**src/temp_alert_regs.svh**
```systemverilog
// Purpose: constants of the temperature alert and register read block
// Assumes: 125 MHz core clock, Avalon-MM byte addresses, 32-bit data
// Notes:   limits and temperature are 16-bit twos complement words
// Function
// - Configuration read returns the 8-bit byte after the address, repeated in every further byte read.
// - Temperature read returns two bytes, most significant byte first.
// - Alert pin has overtemperature and alert modes; overtemperature after reset.
// - Overtemperature mode offers comparator and interrupt; comparator after reset.
// - Comparator: alert asserts when temperature is at or above the limit.
// - Comparator: alert releases only below hysteresis limit, holds in between.
// - Shutdown leaves the comparator alert state unchanged.
// - Interrupt: alert asserts after the configured consecutive faults.
// - Interrupt: completed two-wire read of any register clears the alert; Avalon reads leave it set.
// - After clearing, alert waits for a new fault at or above the limit.
// - Alert mode is a selectable alternative to overtemperature mode.
// - Fault queue 00/01/10/11 needs one, two, four, six faults; comparator mode ignores it and asserts on one.
// - Polarity clear gives active low alert, set gives active high.
// - Mode bit clear selects comparator, set selects interrupt.
`ifndef TEMP_ALERT_REGS_SVH
`define TEMP_ALERT_REGS_SVH

`define OFS_CONFIG     5'h00
`define OFS_OT_LIMIT   5'h04
`define OFS_HYST_LIMIT 5'h08
`define OFS_TEMP       5'h0c
`define OFS_STATUS     5'h10
`define OFS_MASK       5'h14
`define OFS_ALERT      5'h18

`define CFG_RST        6'h00
`define OT_RST         16'h5000
`define HYST_RST       16'h4b00
`define TEMP_RST       16'h0000

`define PTR_TEMP       2'h0
`define PTR_CONFIG     2'h1
`define PTR_HYST       2'h2
`define PTR_OT         2'h3

`define DEV_ADDR_HI    4'h9
`define BYTE_BITS      4'h8

`define FAULTS_Q0      3'h1
`define FAULTS_Q1      3'h2
`define FAULTS_Q2      3'h4
`define FAULTS_Q3      3'h6

`define ST_ALERT       0
`define ST_READ        1

`endif

```
**src/temp_alert_pkg.sv**
```systemverilog
// Purpose: shared types of the temperature alert and register read block
// Assumes: constants live in temp_alert_regs.svh
// Notes:   cfg_t bit order matches the configuration byte
package temp_alert_pkg;

    // Configuration byte, bit 0 first from the bottom
    typedef struct packed {
        logic       smb_alert;
        logic [1:0] fault_q;
        logic       pol;
        logic       int_mode;
        logic       shdn;
    } cfg_t;

    typedef struct packed {
        logic        read;
        logic        write;
        logic [4:0]  address;
        logic [31:0] writedata;
    } avs_req_t;

    // One conversion result, done is a one-cycle pulse
    typedef struct packed {
        logic        done;
        logic [15:0] temp;
    } conv_t;

    typedef struct packed {
        logic       ptr_wr;
        logic [1:0] ptr;
        logic       rd_start;
        logic       rd_done;
    } i2c_evt_t;

    typedef enum logic [2:0] {
        I2C_IDLE, I2C_ADDR, I2C_ADDR_ACK, I2C_WR, I2C_WR_ACK, I2C_RD, I2C_RD_ACK
    } i2c_st_t;

endpackage

```
**src/pin_sync.sv**
```systemverilog
// Purpose: two-stage synchroniser for pins outside the core clock domain
// Assumes: pins idle high, so reset loads ones
// Notes:   only the second stage is visible outside
module pin_sync #(
    parameter int W = 5
) (
    input  wire logic         core_clk_in,
    input  wire logic         srst_in,
    input  wire logic [W-1:0] d_in,
    output logic      [W-1:0] q_out
);
    typedef struct packed {
        logic [W-1:0] meta;
        logic [W-1:0] sync;
    } sync_st_t;

    sync_st_t s_q;
    sync_st_t s_d;

    // First stage feeds the second and nothing else
    always_comb
    begin
        s_d.meta = d_in;
        s_d.sync = s_q.meta;
    end

    always_ff @(posedge core_clk_in)
    begin
        if (srst_in)
            s_q <= '1;
        else
            s_q <= s_d;
    end

    assign q_out = s_q.sync;
endmodule

```
**src/i2c_reg_read.sv**
```systemverilog
// Purpose: two-wire slave that sets the pointer and returns register bytes
// Assumes: scl and sda already synchronised, scl far slower than the core clock
// Notes:   only the first written byte is used, as the pointer
`include "temp_alert_regs.svh"
module i2c_reg_read (
    input  wire logic                    core_clk_in,
    input  wire logic                    srst_in,
    input  wire logic                    scl_in,
    input  wire logic                    sda_in,
    input  wire logic [2:0]              addr_lo_in,
    input  wire logic [7:0]              tx_byte_in,
    output temp_alert_pkg::i2c_evt_t     evt_out,
    output logic                         byte_idx_out,
    output logic                         sda_oe_out
);
    import temp_alert_pkg::*;

    typedef struct packed {
        logic       scl_p;
        logic       sda_p;
        i2c_st_t    st;
        logic [7:0] sh;
        logic [3:0] bits;
        logic       rw;
        logic       first;
        logic       rd_any;
        logic       nack;
        logic       idx;
        logic       oe;
        i2c_evt_t   evt;
    } slv_st_t;

    // Lines idle high: edge detectors start high so reset gives no false edge
    localparam slv_st_t SLV_RST = '{scl_p: 1'b1, sda_p: 1'b1, st: I2C_IDLE, evt: '0,
                                    default: '0};

    slv_st_t s_q;
    slv_st_t s_d;
    logic    rise;
    logic    fall;

    assign rise = scl_in & ~s_q.scl_p;
    assign fall = ~scl_in & s_q.scl_p;

    // Bits sampled on scl rise, sda changed only on scl fall
    always_comb
    begin
        s_d = s_q;
        s_d.evt = '0;
        s_d.scl_p = scl_in;
        s_d.sda_p = sda_in;
        if (s_q.scl_p && scl_in && (s_q.sda_p != sda_in))
        begin
            // Start or stop ends any read in progress
            s_d.evt.rd_done = s_q.rd_any;
            s_d.rd_any = 1'b0;
            s_d.oe = 1'b0;
            s_d.bits = '0;
            s_d.idx = 1'b0;
            s_d.st = sda_in ? I2C_IDLE : I2C_ADDR;
        end
        else if (rise)
        begin
            unique case (s_q.st)
                I2C_ADDR, I2C_WR:
                begin
                    s_d.sh = {s_q.sh[6:0], sda_in};
                    s_d.bits = 4'(s_q.bits + 4'h1);
                end
                I2C_RD: s_d.bits = 4'(s_q.bits + 4'h1);
                I2C_RD_ACK:
                begin
                    s_d.nack = sda_in;
                    s_d.rd_any = 1'b1;
                    s_d.idx = ~s_q.idx;
                end
                I2C_IDLE, I2C_ADDR_ACK, I2C_WR_ACK: ;
            endcase
        end
        else if (fall)
        begin
            unique case (s_q.st)
                I2C_ADDR:
                    if (s_q.bits == `BYTE_BITS)
                    begin
                        if (s_q.sh[7:1] == {`DEV_ADDR_HI, addr_lo_in})
                        begin
                            s_d.oe = 1'b1;
                            s_d.rw = s_q.sh[0];
                            s_d.evt.rd_start = s_q.sh[0];
                            s_d.st = I2C_ADDR_ACK;
                        end
                        else
                            s_d.st = I2C_IDLE;
                    end
                I2C_ADDR_ACK:
                begin
                    s_d.bits = '0;
                    s_d.first = 1'b1;
                    s_d.sh = tx_byte_in;
                    s_d.oe = s_q.rw & ~tx_byte_in[7];
                    s_d.st = s_q.rw ? I2C_RD : I2C_WR;
                end
                I2C_WR:
                    if (s_q.bits == `BYTE_BITS)
                    begin
                        s_d.oe = 1'b1;
                        s_d.st = I2C_WR_ACK;
                        s_d.first = 1'b0;
                        s_d.evt.ptr_wr = s_q.first;
                        s_d.evt.ptr = s_q.sh[1:0];
                    end
                I2C_WR_ACK:
                begin
                    s_d.oe = 1'b0;
                    s_d.bits = '0;
                    s_d.st = I2C_WR;
                end
                I2C_RD:
                    if (s_q.bits == `BYTE_BITS)
                    begin
                        s_d.oe = 1'b0;
                        s_d.st = I2C_RD_ACK;
                    end
                    else
                    begin
                        s_d.sh = {s_q.sh[6:0], 1'b0};
                        s_d.oe = ~s_q.sh[6];
                    end
                I2C_RD_ACK:
                begin
                    // No acknowledge: release and wait for stop
                    s_d.bits = '0;
                    s_d.sh = tx_byte_in;
                    s_d.oe = ~s_q.nack & ~tx_byte_in[7];
                    s_d.st = s_q.nack ? I2C_IDLE : I2C_RD;
                end
                I2C_IDLE: ;
            endcase
        end
    end

    always_ff @(posedge core_clk_in)
    begin
        if (srst_in)
            s_q <= SLV_RST;
        else
            s_q <= s_d;
    end

    assign evt_out = s_q.evt;
    assign byte_idx_out = s_q.idx;
    assign sda_oe_out = s_q.oe;
endmodule

```
**src/temp_alert.sv**
```systemverilog
// Purpose: alert pin logic and register read path of a temperature sensor
// Assumes: conversion results arrive on the core clock; scl is sampled
// Notes:   registers over Avalon-MM; two-wire link reads them
`include "temp_alert_regs.svh"
module temp_alert (
    input  wire logic                     core_clk_in,
    input  wire logic                     srst_in,
    input  wire temp_alert_pkg::avs_req_t avs_in,
    output logic [31:0]                   avs_readdata_out,
    output logic                          avs_waitrequest_out,
    input  wire temp_alert_pkg::conv_t    conv_in,
    input  wire logic                     scl_in,
    input  wire logic                     sda_in,
    input  wire logic [2:0]               addr_pins_in,
    output logic                          sda_out,
    output logic                          sda_oe_out,
    output logic                          over_temp_alert_output_out,
    output logic                          over_temp_alert_oe_out,
    output logic                          shutdown_out,
    output logic                          irq_out
);
    import temp_alert_pkg::*;

    typedef struct packed {
        cfg_t        cfg;
        logic [15:0] ot;
        logic [15:0] hyst;
        logic [15:0] temp;
        logic [15:0] snap;
        logic [1:0]  ptr;
        logic [2:0]  cnt;
        logic        active;
        logic        level;
        logic        oe;
        logic [1:0]  status;
        logic [1:0]  mask;
        logic        irq;
        logic        wreq;
        logic [31:0] rdata;
    } top_st_t;

    localparam top_st_t ST_RST = '{
        cfg:    `CFG_RST,
        ot:     `OT_RST,
        hyst:   `HYST_RST,
        temp:   `TEMP_RST,
        snap:   `TEMP_RST,
        ptr:    `PTR_TEMP,
        cnt:    '0,
        active: 1'b0,
        level:  1'b1,
        oe:     1'b0,
        status: '0,
        mask:   '0,
        irq:    1'b0,
        wreq:   1'b1,
        rdata:  '0
    };

    top_st_t    s_q;
    top_st_t    s_d;
    logic [4:0] pins_s;
    i2c_evt_t   evt;
    logic       byte_idx;
    logic [7:0] tx_byte;
    logic [15:0] tx_word;
    logic       ge;
    logic       below_h;
    logic       conv_ok;
    logic       latched;
    logic [2:0] need;

    // Faults needed before the latched alert fires
    function automatic logic [2:0] faults_needed(input logic [1:0] fq);
        unique case (fq)
            2'h0: faults_needed = `FAULTS_Q0;
            2'h1: faults_needed = `FAULTS_Q1;
            2'h2: faults_needed = `FAULTS_Q2;
            2'h3: faults_needed = `FAULTS_Q3;
        endcase
    endfunction

    // Link pins cross into the core domain here
    pin_sync #(
        .W(5)
    ) u_sync (
        .core_clk_in (core_clk_in),
        .srst_in     (srst_in),
        .d_in        ({scl_in, sda_in, addr_pins_in}),
        .q_out       (pins_s)
    );

    i2c_reg_read u_link (
        .core_clk_in  (core_clk_in),
        .srst_in      (srst_in),
        .scl_in       (pins_s[4]),
        .sda_in       (pins_s[3]),
        .addr_lo_in   (pins_s[2:0]),
        .tx_byte_in   (tx_byte),
        .evt_out      (evt),
        .byte_idx_out (byte_idx),
        .sda_oe_out   (sda_oe_out)
    );

    // Compare against limits as signed values
    assign ge = $signed(conv_in.temp) >= $signed(s_q.ot);
    assign below_h = $signed(conv_in.temp) < $signed(s_q.hyst);
    assign conv_ok = conv_in.done && !s_q.cfg.shdn;
    assign latched = s_q.cfg.int_mode || s_q.cfg.smb_alert;
    assign need = faults_needed(s_q.cfg.fault_q);

    // Byte for the link: temperature from a snapshot so halves never tear
    always_comb
    begin
        unique case (s_q.ptr)
            `PTR_TEMP:   tx_word = s_q.snap;
            `PTR_CONFIG: tx_word = {2'b00, s_q.cfg, 2'b00, s_q.cfg};
            `PTR_HYST:   tx_word = s_q.hyst;
            `PTR_OT:     tx_word = s_q.ot;
        endcase
        tx_byte = byte_idx ? tx_word[7:0] : tx_word[15:8];
    end

    // Alert, registers and bus answer in one next-state process
    always_comb
    begin
        s_d = s_q;
        if (evt.ptr_wr)
            s_d.ptr = evt.ptr;
        if (evt.rd_start)
            s_d.snap = s_q.temp;
        // Read clear is applied first so a same-cycle conversion wins
        if (evt.rd_done && latched)
        begin
            s_d.active = 1'b0;
            s_d.cnt = '0;
        end
        if (conv_ok)
        begin
            s_d.temp = conv_in.temp;
            if (!ge)
                s_d.cnt = '0;
            else if (s_d.cnt != need)
                s_d.cnt = 3'(s_d.cnt + 3'h1);
            if (latched)
            begin
                if (ge && s_d.cnt == need && (evt.rd_done || s_q.cnt != need))
                    s_d.active = 1'b1;
            end
            else if (ge)
                s_d.active = 1'b1;
            else if (below_h)
                s_d.active = 1'b0;
        end
        // Avalon: one wait cycle, then a single ready cycle
        if (s_q.wreq)
        begin
            if (avs_in.read || avs_in.write)
            begin
                s_d.wreq = 1'b0;
                unique case (avs_in.address)
                    `OFS_CONFIG:     s_d.rdata = 32'(s_q.cfg);
                    `OFS_OT_LIMIT:   s_d.rdata = 32'(s_q.ot);
                    `OFS_HYST_LIMIT: s_d.rdata = 32'(s_q.hyst);
                    `OFS_TEMP:       s_d.rdata = 32'(s_q.temp);
                    `OFS_STATUS:     s_d.rdata = 32'(s_q.status);
                    `OFS_MASK:       s_d.rdata = 32'(s_q.mask);
                    `OFS_ALERT:      s_d.rdata = 32'({s_q.cnt, s_q.level, s_q.active});
                    default:         s_d.rdata = '0;
                endcase
            end
        end
        else
        begin
            s_d.wreq = 1'b1;
            if (avs_in.write)
            begin
                unique case (avs_in.address)
                    `OFS_CONFIG:     s_d.cfg = cfg_t'(avs_in.writedata[5:0]);
                    `OFS_OT_LIMIT:   s_d.ot = avs_in.writedata[15:0];
                    `OFS_HYST_LIMIT: s_d.hyst = avs_in.writedata[15:0];
                    `OFS_STATUS:     s_d.status = s_q.status & ~avs_in.writedata[1:0];
                    `OFS_MASK:       s_d.mask = avs_in.writedata[1:0];
                    default:         ;
                endcase
            end
        end
        // Sticky events: a set in the clearing cycle survives
        if (s_d.active && !s_q.active)
            s_d.status[`ST_ALERT] = 1'b1;
        if (evt.rd_done)
            s_d.status[`ST_READ] = 1'b1;
        s_d.irq = |(s_d.status & s_d.mask);
        // Open drain pin pulls low for a low level
        s_d.level = s_d.cfg.pol ? s_d.active : ~s_d.active;
        s_d.oe = ~s_d.level;
    end

    always_ff @(posedge core_clk_in)
    begin
        if (srst_in)
            s_q <= ST_RST;
        else
            s_q <= s_d;
    end

    // Open drain: the pin only ever pulls low
    assign sda_out = 1'b0;
    assign avs_readdata_out = s_q.rdata;
    assign avs_waitrequest_out = s_q.wreq;
    assign over_temp_alert_output_out = s_q.level;
    assign over_temp_alert_oe_out = s_q.oe;
    assign shutdown_out = s_q.cfg.shdn;
    assign irq_out = s_q.irq;
endmodule

```
**config.mk**
```make
export PLATFORM = sky130hd
export DESIGN_NAME = temp_alert
export DESIGN_NICKNAME = d
export VERILOG_FILES = /design/src/temp_alert_pkg.sv /design/src/pin_sync.sv /design/src/i2c_reg_read.sv /design/src/temp_alert.sv
export VERILOG_INCLUDE_DIRS = /design/src
export SDC_FILE = /design/constraint.sdc
export NUM_CORES = 1
export LEC_CHECK = 0
export ABC_AREA = 1
export BUFFER_PORTS_ARGS = -buffer_cell sky130_fd_sc_hd__clkbuf_2
export CORE_AREA = 3 3 146 148
export DETAILED_ROUTE_END_ITERATION = 10
export DIE_AREA = 0 0 149 151
export HOLD_SLACK_MARGIN = 0.02
export PLACE_DENSITY = 0.56
export SLEW_MARGIN = 20
export SYNTH_ARGS = -nofsm -noshare
export SYNTH_HDL_FRONTEND = slang
export SYNTH_HIERARCHICAL = 1
export SYNTH_SLANG_ARGS = --single-unit
```
**constraint.sdc**
```tcl
create_clock -name core_clk_in -period 3.75 [get_ports core_clk_in]
set_input_delay 1.125 -clock core_clk_in [delete_from_list [all_inputs] [get_ports core_clk_in]]
set_output_delay 1.125 -clock core_clk_in [all_outputs]
set_load 0.01 [all_outputs]
```
==> out/results.ini <==
[run_status]
status=finished clean

[place]
hpwl_mm=15.84
port-buffer-count=68
globalplace.congestion=0.9017
dp.cells=1326

[setup_path]
crit_required_ns=4.13
path_max_fanout=7
path_common_cell=nand2_1
critPathSlowestCell=ha_1
path_delay_family=simple AND/OR/NAND/NOR gates
critical_path_class=in -> reg
critPathMaxStageDelay_ns=0.35
critPathCaptureType=flop
cp_cell_sequence=clkbuf_2, ha_1, a21oi_1, o21ai_1, a21oi_1, nand3_1, nand3_4, nand2_1, nand2_1, nand2_1, nor2_1, nand2_1, nand2_2, nand3_1, nand2_1, nand2_1, nand2_1
critPathBufInv=1
startpoint_type=input port
critPathArrivalTime_ns=3.14

[yosys]
synthTopCellsByCount=178 x nand2_1, 138 x dfxtp_1, 125 x nor2_1, 110 x o21ai_0, 108 x inv_1
yosysSeqAreaShare_pct=37.09
synth_edf_count=0
ys_ff_latch=138
async_reset_ff_share_pct=0
yosysTopAreaCell=dfxtp_1
synth.most_common_cell=nand2_1
ys.flop_type=dfxtp_1
synth_cells=1038
synth_cell_types=44
netlist_area_um2=7448
synth_top_area_share_pct=37.09
avgSynthCellArea_um2=7.176
synth.top_cells.by_area=dfxtp_1 37%, nand2_1 9.0%, o21ai_0 7.4%
yosysWarnings=6

[timing]
rsz0062_at_grt=no
finalCritPeriodShare_pct=73.47
maxSlewViolCount=0
finalCriticalPeriod_ns=2.755
hold_violations=0
setup_tns_ns=0
setup_violations=0
tightest_slew_ns=0.7458
relSlewSlack_pct=50.22
fin_skew_ns=0.01925
maxClockFrequency_ghz=0.3629

[cts]
cts_root_buffer=clkbuf_16
htreeDepth=4
numCtsBuffers=17
post_cts_buffers=0
cts_resized=0
cts_tree=built
hold_buffers=0
clockBufferDepth=2
clk_pin_slew_ns=0.07
clock-sinks=138
clock_latency_ns=0.44

[floorplanning]
rows=52
die_h_um=151
design.die.area_um2=22500
die_w_um=149
initial_core_util_pct=36.93
ios=102
coreArea_um2=20170

[pwr]
p_leak_nw=3.595
p_per_area_nw_per_um2=422.7
ir_worst_vdd_v=0.0003261

[detailed_routing]
wl_mm=21.23
num_vias=6827
first_pass_iters=5
wl_per_cell_um=15.63
drt_iter0_drc=553
vias_per_cell=5.027
ant_nets=0
route.detailed.drc=0

[grt]
grt_max_degree=35
antenna_found_initial=0
grt_pass1_vias=6219
grt_usage_pct=19.10
grt_remaining_overflow=0
grt_pass1_wl_mm=33.57

[run]
drv_cap=0

[worst_hold_path]
hp-class=reg -> reg

[finish]
final_cells=1358
nets=1176
nFillCells=2179
drive_gt1_share_pct=14.43
area_delta_synth_final_pct=12.62
antenna_cells=0

[tightest hold or removal path, stage by stage, from the launching register on]
cell     delay [ns]
dfxtp_1        0.30
inv_1          0.03
nand2_1        0.05
[metrics by stage]
step	hold WS, ns	util, %	total power, mW	setup WS [ns]	cell area [µm²]
global route	0.4363	41.59	3.692	0.7298	8388
global placement	0.3920	38.67	1.886	0.5562	7799
detailed placement	0.3960	38.67	1.890	0.5297	7799
CTS	0.4107	41.59	3.585	0.9957	8388
floorplan	0.3869	-	1.794	1.025	7508
finish	0.4085	41.59	3.546	0.9948	8388
[cell families (layout without fill, tap and decap cells)]
| kind of cell | count (synthesis) | after routing | share of synthesized area, % |
|---|---|---|---|
| flops | 138 | 138 | 37.09 |
| compound gates | 275 | 275 | 20.51 |
| simple gates | 382 | 382 | 22.56 |
| xor+xnor | 8 | 8 | 1.243 |
| fa+ha+maj | 38 | 38 | 6.383 |
| buf+inv | 196 | 230 | 12.16 |
| other cells | 1 | 17 | 0.05035 |
[state kept, by name (all words and copies together), names as in the netlist]
name and flops:
s_q 79, u_link/s_q 21, avs_readdata_out 16, u_link/evt_out 5, u_sync/q_out 5, u_sync/s_d 5, avs_waitrequest_out 1, irq_out 1
over_temp_alert_oe_out 1, over_temp_alert_output_out 1, shutdown_out 1, u_link/byte_idx_out 1, u_link/sda_oe_out 1
[path summary, 6_finish.rpt]
path	startpoint	end	slack, ns	cells after the start
worst min register to register	u_sync/s_d[3]$_SDFF_PP1_	u_sync/q_out[3]$_SDFF_PP1_	0.41	2
worst min-delay path	u_sync/s_d[3]$_SDFF_PP1_	u_sync/q_out[3]$_SDFF_PP1_	0.41	2
worst max register to register	s_q[105]$_SDFFE_PP0P_	irq_out$_SDFF_PP0_	1.43	17
worst max-delay path	conv_in[15]	irq_out$_SDFF_PP0_	0.99	17
[area by class of cell]
type	count	area [µm²]	share of cell area (%)
Timing Repair Buffer	76	400.4	4.773
Inverter	122	457.9	5.459
Clock inverter	14	160.2	1.909
Multi-Input combinational cell	720	3840	45.78
Clock buffer	18	429.2	5.116
Tap cell	270	337.8	4.027
Sequential cell	138	2763	32.94
[routing by layer]
metal,up-vias,global-route usage (%),share of wire [%],wire length (µm)
met2,225,29.08,44,9291
met4,0,6.407,2.0,423
met3,29,5.206,7.0,1491
met1,3108,26.25,47,10020
li1,3465,-,-,-
met5,-,0,0,0
[cell usage in the layout (no fill, tap or decap), types with 2 or more instances in the layout]
master and instances:
inv_2 13, ha_1 38, a22oi_1 6, nor2_4 4
nand3_1 29, clkbuf_16 17, dfxtp_1 138, xor2_2 3
o21ai_1 8, clkinv_4 3, o22ai_1 19, nor3_2 3
nand2_1 178, nand4_1 11, conb_1 17, nand2_4 4
clkinvlp_4 4, o221ai_1 14, a21oi_1 95, a221oi_1 3
nand2_2 10, nor3_1 3, nand3_2 3, clkbuf_2 68
bufinv_16 2, xnor2_1 3, xor2_1 2, o21ai_0 110
a21o_1 2, nor2_2 4, inv_6 5, o211ai_1 14
buf_4 8, a31oi_1 2, nor2_1 125, inv_1 108
or2_2 3
[where the power goes]
| group | switching [mW] | leakage, nW | internal, mW |
|---|---|---|---|
| clock | 0.695 | 0.275 | 0.991 |
| combinational | 0.221 | 2.20 | 0.110 |
| sequential | 0.0283 | 1.12 | 1.50 |
| total | 0.944 | 3.60 | 2.60 |
(Power assumes the default switching activity.)
